### src/frs_params.svh
`ifndef FRS_PARAMS_SVH
`define FRS_PARAMS_SVH

`define FRS_CLK_NS             100
`define FRS_SUPPLY_SETUP_US    300
`define FRS_RECOVERY_US        35
`define FRS_PULSE_NS           200
`define FRS_HIGH_TO_SELECT_NS  50
`define FRS_SLEEP_STANDBY_US   8
`define FRS_SUPPLY_CYC   ((`FRS_SUPPLY_SETUP_US * 1000 + `FRS_CLK_NS - 1) / `FRS_CLK_NS)
`define FRS_RECOVERY_CYC ((`FRS_RECOVERY_US * 1000 + `FRS_CLK_NS - 1) / `FRS_CLK_NS)
`define FRS_PULSE_CYC    ((`FRS_PULSE_NS + `FRS_CLK_NS - 1) / `FRS_CLK_NS)
`define FRS_RH_CYC       ((`FRS_HIGH_TO_SELECT_NS + `FRS_CLK_NS - 1) / `FRS_CLK_NS)
`define FRS_WAKE_CYC     ((`FRS_SLEEP_STANDBY_US * 1000 + `FRS_CLK_NS - 1) / `FRS_CLK_NS)
`define FRS_CNT_W        16

`endif

### src/frs_pkg.sv
package frs_pkg;
  typedef enum logic [2:0] {
    FRS_POWER  = 3'b000,
    FRS_PULSE  = 3'b001,
    FRS_RECOV  = 3'b010,
    FRS_HIGH   = 3'b011,
    FRS_READY  = 3'b100,
    FRS_WAKE   = 3'b101
  } frs_state_t;

  typedef struct packed {
    logic resetOut_n;
    logic chipEnable_n;
    logic ready;
  } frs_pins_t;

  typedef struct packed {
    frs_state_t      state;
    logic [15:0]     cnt;
    logic [15:0]     supplyCnt;
    logic            supplyDone;
    frs_pins_t       pins;
    logic            busySeen;
  } frs_regs_t;
endpackage : frs_pkg

### src/frs_host_seq.sv
`include "frs_params.svh"
module frs_host_seq (
  input  wire logic sys_clk,
  input  wire logic rst_n,
  input  wire logic supplyGood,
  input  wire logic resetReq,
  input  wire logic wakeReq,
  input  wire logic accessReq,
  input  wire logic busyIndicator_n,
  output logic      flashReset_n,
  output logic      flashSelect_n,
  output logic      linkReady,
  output logic      flashBusy
);
  frs_pkg::frs_regs_t sReg;
  frs_pkg::frs_regs_t sNext;

  localparam logic [15:0] SupplyCyc = 16'(`FRS_SUPPLY_CYC);
  localparam logic [15:0] RecovCyc  = 16'(`FRS_RECOVERY_CYC);
  localparam logic [15:0] PulseCyc  = 16'(`FRS_PULSE_CYC);
  localparam logic [15:0] RhCyc     = 16'(`FRS_RH_CYC);
  localparam logic [15:0] WakeCyc   = 16'(`FRS_WAKE_CYC);
  localparam int          RecovSpan = `FRS_RECOVERY_CYC;

  function automatic logic inReset(frs_pkg::frs_state_t s);
    return (s == frs_pkg::FRS_PULSE) || (s == frs_pkg::FRS_RECOV);
  endfunction : inReset

  always_comb begin
    sNext = sReg;
    // Supply setup runs from supplyGood regardless of the reset pulse
    if (!supplyGood) begin
      sNext.supplyCnt  = 16'h0000;
      sNext.supplyDone = 1'b0;
    end else if (!sReg.supplyDone) begin
      sNext.supplyCnt = sReg.supplyCnt + 16'h0001;
      if (sReg.supplyCnt + 16'h0001 >= SupplyCyc) begin
        sNext.supplyDone = 1'b1;
      end
    end
    if (sReg.cnt != 16'hffff) begin
      sNext.cnt = sReg.cnt + 16'h0001;
    end
    unique case (sReg.state)
      frs_pkg::FRS_POWER: begin
        sNext.pins.chipEnable_n = 1'b1;
        sNext.pins.ready        = 1'b0;
        // A pin left low by a supply loss still owes a full recovery
        if (resetReq || !sReg.pins.resetOut_n) begin
          sNext.state           = frs_pkg::FRS_PULSE;
          sNext.cnt             = 16'h0000;
          sNext.pins.resetOut_n = 1'b0;
        end else if (sReg.supplyDone) begin
          sNext.state = frs_pkg::FRS_HIGH;
          sNext.cnt   = 16'h0000;
        end
      end
      frs_pkg::FRS_PULSE: begin
        // Recovery restarts at setup end if reset still low
        if (supplyGood && !sReg.supplyDone) begin
          sNext.cnt = 16'h0000;
        end else if (sReg.cnt + 16'h0001 >= PulseCyc && !resetReq) begin
          sNext.state           = frs_pkg::FRS_RECOV;
          sNext.pins.resetOut_n = 1'b1;
        end
      end
      frs_pkg::FRS_RECOV: begin
        // Counter keeps running from reset fall, so sum covers recovery
        if (sReg.cnt + 16'h0001 >= RecovCyc + RhCyc) begin
          sNext.state = frs_pkg::FRS_HIGH;
          sNext.cnt   = 16'h0000;
        end
      end
      frs_pkg::FRS_HIGH: begin
        if (sReg.cnt + 16'h0001 >= RhCyc && sReg.supplyDone) begin
          sNext.state      = frs_pkg::FRS_READY;
          sNext.pins.ready = 1'b1;
        end
      end
      frs_pkg::FRS_READY: begin
        sNext.pins.chipEnable_n = !accessReq;
        if (wakeReq) begin
          sNext.state = frs_pkg::FRS_WAKE;
          sNext.cnt   = 16'h0000;
          sNext.pins.ready = 1'b0;
        end
      end
      frs_pkg::FRS_WAKE: begin
        sNext.pins.chipEnable_n = 1'b0;
        if (sReg.cnt + 16'h0001 >= WakeCyc) begin
          sNext.state      = frs_pkg::FRS_READY;
          sNext.pins.ready = 1'b1;
        end
      end
      default: sNext.state = frs_pkg::FRS_POWER;
    endcase
    if (resetReq && sReg.state != frs_pkg::FRS_POWER && sReg.state != frs_pkg::FRS_PULSE) begin
      sNext.state             = frs_pkg::FRS_PULSE;
      sNext.cnt               = 16'h0000;
      sNext.pins.resetOut_n   = 1'b0;
      sNext.pins.chipEnable_n = 1'b1;
      sNext.pins.ready        = 1'b0;
    end
    if (!supplyGood) begin
      sNext.state             = frs_pkg::FRS_POWER;
      sNext.pins.chipEnable_n = 1'b1;
      sNext.pins.ready        = 1'b0;
    end
    sNext.busySeen = !busyIndicator_n;
  end

  always_ff @(posedge sys_clk or negedge rst_n) begin
    if (!rst_n) begin
      sReg <= '{state: frs_pkg::FRS_POWER, cnt: 16'h0000, supplyCnt: 16'h0000,
                supplyDone: 1'b0, pins: 3'b110, busySeen: 1'b0};
    end else begin
      sReg <= sNext;
    end
  end

  assign flashReset_n  = sReg.pins.resetOut_n;
  assign flashSelect_n = sReg.pins.chipEnable_n;
  assign linkReady     = sReg.pins.ready;
  assign flashBusy     = sReg.busySeen;
endmodule : frs_host_seq

### config.mk
export PLATFORM = sky130hd
export DESIGN_NAME = frs_host_seq
export DESIGN_NICKNAME = d
export VERILOG_FILES = /design/src/frs_pkg.sv /design/src/frs_host_seq.sv
export VERILOG_INCLUDE_DIRS = /design/src
export SDC_FILE = /design/constraint.sdc
export NUM_CORES = 1
export LEC_CHECK = 0
export BUFFER_PORTS_ARGS = -buffer_cell sky130_fd_sc_hd__buf_2
export CORE_ASPECT_RATIO = 1.25
export CORE_UTILIZATION = 30
export CTS_CLUSTER_SIZE = 25
export DETAILED_ROUTE_END_ITERATION = 16
export RECOVER_POWER = 100
export SYNTH_ARGS = -nofsm -noshare
export SYNTH_HDL_FRONTEND = slang
export SYNTH_SLANG_ARGS = --single-unit
### constraint.sdc
create_clock -name sys_clk -period 2.8 [get_ports sys_clk]
set_input_delay 0.14 -clock sys_clk [delete_from_list [all_inputs] [get_ports sys_clk]]
set_output_delay 0.14 -clock sys_clk [all_outputs]
set_load 0.01 [all_outputs]
After elaboration in Yosys (flattened, before gate mapping)
Cells that the tools add are included.
Storage, ports and cells
  bits in registers: 40
  word-level logic and storage cells: 80
Operators by class
  add/subtract/negate cells: 2
  order comparisons: 5
  equal/unequal tests: 20
  muxes and demuxes: 28
  reductions and logical operators: 17
Operators by type and width (count)
  two-way mux 19 bit: 5
  case mux 16 bit (4 select lines): 1
  two-way mux 17 bit: 2
  adder 16 x 1 -> 16 bit (second input constant): 2
  two-way mux 16 bit: 2
  != test 4 bit (second input constant): 6
  two-way mux 3 bit: 6
  case mux 3 bit (6 select lines): 1
  greater-or-equal comparator 16 x 1 -> 1 bit (second input constant): 1
  greater-or-equal comparator 16 x 12 -> 1 bit (second input constant): 1
  greater-or-equal comparator 16 x 2 -> 1 bit (second input constant): 1
  greater-or-equal comparator 16 x 7 -> 1 bit (second input constant): 1
  greater-or-equal comparator 16 x 9 -> 1 bit (second input constant): 1
  != test 16 bit (second input constant): 1
  != test 3 bit (second input constant): 3
  AND reduction 4 bit: 2
  two-way mux 1 bit: 7
  AND reduction 7 bit: 1
  == test 3 x 2 -> 1 bit (second input constant): 2
  == test 3 bit (second input constant): 2
  != test 6 x 1 -> 1 bit (second input constant): 1
  nonzero test 3 bit: 2
  logical AND 1 bit: 5
  logical NOT 1 bit: 5
  other kinds (11): 11

Longest topological paths before layout
  depth in word-level cells: 8
  depth in mapped cells: 11
  mapped depth without buffers: 10

Worst setup path before layout
No wires, ideal clock.
  kind: reg2reg
  start: reg sReg[21] in the netlist's numbering
  end: reg sReg (netlist bit linkReady)
  library setup time: 124 ps
  arrival time: 2328 ps
  required time: 2676 ps
  setup slack: 348 ps
  stages on the path, launching flop included: 11
  buffers on the path: 1
  cells stage by stage: dfrtp_1 ha_1 clkbuf_8 nand3_4 nor4_4 mux2i_1 o2111a_1 a21boi_4 a21boi_2 mux2i_1 a211o_1
On the way
  longest elaborated chain between the ends: 5
Ends and longest elaborated chain
  start: declaration: RTL line frs_host_seq.sv:15  | frs_pkg::frs_regs_t sReg;
  start signal: assignment: RTL line frs_host_seq.sv:114  | sReg <= '{state: frs_pkg::FRS_POWER, cnt: 16'h0000, supplyCnt: 16'h0000,
  start signal: assignment: RTL line frs_host_seq.sv:117  | sReg <= sNext;
  adder 16 x 1 -> 16 bit *: RTL line frs_host_seq.sv:75, frs_host_seq.sv:90
  greater-or-equal comparator 16 x 1 -> 1 bit: RTL line frs_host_seq.sv:75  | if (sReg.cnt + 16'h0001 >= RhCyc && sReg.supplyDone) begin
  logical AND 1 bit: RTL line frs_host_seq.sv:75
  != test 4 bit (no source line)
  AND reduction 4 bit (no source line) *
Mark *: on every way between the ends. The rest lies on a longest branch, timed or not.
A chain may end at the register's enable or synchronous reset.

Final worst setup path
Ends and elaborated chain as after synthesis.

==> out/results.ini <==
[setup_path]
critPathRequiredTime_ns=2.98
crit_type=reg2reg
cp-start-kind=flop
crit_chain=ha_1 > nand3_4 > nor4_4 > mux2i_1 > o2111a_1 > a21boi_4 > a21boi_2 > mux2i_1 > a211o_1
critPathTopFamily=compound AO/OA/AOI/OAI gates
cp.arrival_ns=2.73
path_buf_inv=0
cpMostUsedCell=mux2i_1
cp_max_fo=7
critPathMaxStageDelay_ns=0.41
end_kind=flop
worst_path_max_delay_cell=dfrtp_1

[pwr]
ir_worst_vdd_v=0.000422
p_switching_mw=0.561
pwr-share-seq_pct=39.6
clkPwrFrac_pct=33.1
power.leakage_nw=1.35
p_int_mw=1.13
power.density_mw_per_mm2=533
swShare_pct=33.3
power_frac_comb_pct=27.3

[drt]
wl_per_cell_microns=13.6
num_vias=2281
firstDrtPassIters=4
wirelength_microns=6140
drc_errors=0
viasPerCell=5.05
drtIter0Drc=88
detail-route-antenna-nets=0

[placement]
dp_hpwl_microns=4220
io_buffers=10
placed_area_sq_mm=0.00304
dp.cells=443
place_congestion=0.790

[final_layout]
multi_input_area_sq_mm=0.00174
drive_gt1_share_pct=12.3
final_cells=452
nets=339
final_util_pct=33.0
ff_latch_area_sq_mm=0.00100
num_antenna_cells=0
syn2layout_area_growth_pct=6.30
nFillCells=1020
design_area_sq_mm=0.00317

[floorplan]
die_x_microns=91.2
die_h_microns=113
rows=40
die_area_sq_mm=0.0103
initial_utilization_pct=31.0
core_area_sq_mm=0.00961
ios=11

[clocking]
cts_sinks=40
cts_setup_buffers=0
cts_root_buffer=clkbuf_16
clockBufferDepth=2
clkLatencyLatePin_ns=0.29
clkSlewWorstSetupHoldPaths_ns=0.06
cts_tree=yes
cts_buffers=5
htreeDepth=2

[logic_synthesis]
avgSynthCellArea_sq_um=9.23
yosysUniqueCellTypes=66
ys_ff_latch=40
synth-main-ff-cell=dfrtp_1
ys_warn_count=0
synth-edff-count=0
syn_inst=323
netlist_area_sq_mm=0.00298
ys_async_sr_fraction_pct=100
seq_area_frac_synth_pct=33.7
synth_fp_nets=337

[global_route]
grt.total_usage_pct=13.1
grt_pass1_vias=2297
grt_antenna_before_repair=0
grt.overflow.total=0
grt_max_degree=41
grt_pass1_wl_microns=10700

[sta]
rsz0062_at_grt=no
tns_ns=0
fmax_mhz=392
hold_viol_final=0
max_slew_margin_pct=-50.2
fin_crit_ns=2.55
finalSetupViolCount=0
skew_ns=0.00925
holdWs_ns=0.114
finalCritPeriodShare_pct=91.2
tightest_slew_ns=2.25
maxSlewViolCount=41

[min_path]
hp-class=in2reg

[status]
outcome=complete, but fails checks
failed_checks=capacitance limit, slew limit

[flow_run]
drv_cap=1

[cell families after synthesis]
group,after synthesis,synth area share [%]
adders and majority gates,8,3.32
AOI/OAI and AO/OA,71,17.4
xor gates and xnor gates,32,9.40
buffers and inverters,30,7.51
DFF,40,33.7
muxes,3,1.01
and+or+nand+nor,139,27.7
[worst reg2reg max path, stage by stage, from the launching register on]
cell and delay [ns]:
dfrtp_1 0.41, ha_1 0.33, nand3_4 0.15, nor4_4 0.39, mux2i_1 0.22, o2111a_1 0.23
a21boi_4 0.25, a21boi_2 0.08, mux2i_1 0.12, a211o_1 0.26
[cell usage in the layout, fill, tap and decap left out, types with 2 or more instances in the layout]
cell type / netlist / final
dfrtp_1: 38 / 38
nand2_1: 24 / 24
nor2_1: 22 / 22
a21oi_1: 17 / 21
xnor2_1: 20 / 20
nand3_1: 20 / 20
o21ai_0: 13 / 13
xor2_1: 12 / 12
and2_0: 0 / 10
and3_1: 9 / 9
inv_1: 7 / 7
nor3_1: 7 / 7
ha_1: 7 / 7
buf_2: 2 / 7
nor2b_1: 6 / 6
and2_1: 16 / 6
clkbuf_1: 8 / 6
buf_4: 2 / 6
nand2b_1: 5 / 5
clkbuf_16: 0 / 5
nand4_1: 4 / 4
or3_1: 4 / 4
a31oi_1: 4 / 4
nor4_2: 3 / 3
and2b_2: 3 / 3
mux2i_1: 3 / 3
a211oi_1: 3 / 3
a21boi_0: 3 / 3
nand3_4: 2 / 2
o22ai_1: 2 / 2
nand3b_1: 2 / 2
a21oi_2: 6 / 2
nor3b_1: 2 / 2
o31ai_1: 2 / 2
o2111ai_1: 2 / 2
a211o_1: 2 / 2
dfstp_1: 0 / 2
[per-stage QoR]
step	setup slack, ns	power [mW]
after floorplan	0.348	1.05
after global placement	0.310	1.14
after detailed placement	0.258	1.15
after CTS	0.242	1.72
after global routing	0.0351	1.79
final	0.246	1.69
[cells in the mapped netlist, drive strengths merged (6+ instances only)]
library cell / instances / area (sq um)
nand3: 22 / 135
and3: 9 / 56.3
xnor2: 20 / 175
nor2b: 6 / 37.5
o21ai: 13 / 65.1
nand2: 24 / 90.1
xor2: 12 / 105
ha: 7 / 87.6
and2: 16 / 100
nor3: 8 / 51.3
clkbuf: 15 / 126
dfrtp: 38 / 951
inv: 7 / 26.3
a21oi: 23 / 138
buf: 7 / 58.8
nor2: 22 / 82.6
[power groups by stage]
stage	clock (mW)	combinational, mW	sequential, mW
global route	0.605	0.511	0.675
finish	0.559	0.461	0.667
CTS	0.580	0.470	0.670
detailed placement	0	0.466	0.680
global placement	0	0.457	0.678
floorplan	0	0.367	0.679
[final cells by class]
class | count | area share, %
multi-input combinational | 253 | 54.9
sequential | 40 | 31.7
tap | 126 | 4.98
clock buffer | 7 | 4.19
timing repair buffer | 18 | 3.32
inverter | 7 | 0.829
clock inverter | 1 | 0.158
[path summary, 6_finish.rpt]
check	startpoint	endpoint	slack (ns)	cells after the start
max	sReg[21]	linkReady	0.25	9
min	accessReq	flashSelect_n	0.11	4
max reg2reg	sReg[21]	linkReady	0.25	9
min reg2reg	flashReset_n	flashReset_n	0.57	2
max in group asynchronous	rst_n	sReg[7]	0.99	1
min in group asynchronous	rst_n	flashBusy	0.52	1
[sequential cells by signal, indices dropped and copies added (netlist names)]
name and cells:
flashReset_n 1, flashBusy 1, flashSelect_n 1, sReg 36
linkReady 1
[what timing repair did]
action	4_1_cts	5_1_grt
hold buffers	1	0
gates resized for setup	0	0
setup endpoints to repair	0	0
hold endpoints to repair	1	0
[routing by layer]
layer	GRT usage (%)	vias up	wire length, microns
met4	5.61	0	94
met3	2.47	7	100
li1	-	1142	-
met5	0	-	0
met1	15.0	1116	2810
met2	23.6	16	3130
No activity file was read; power rests on OpenSTA's default activity.
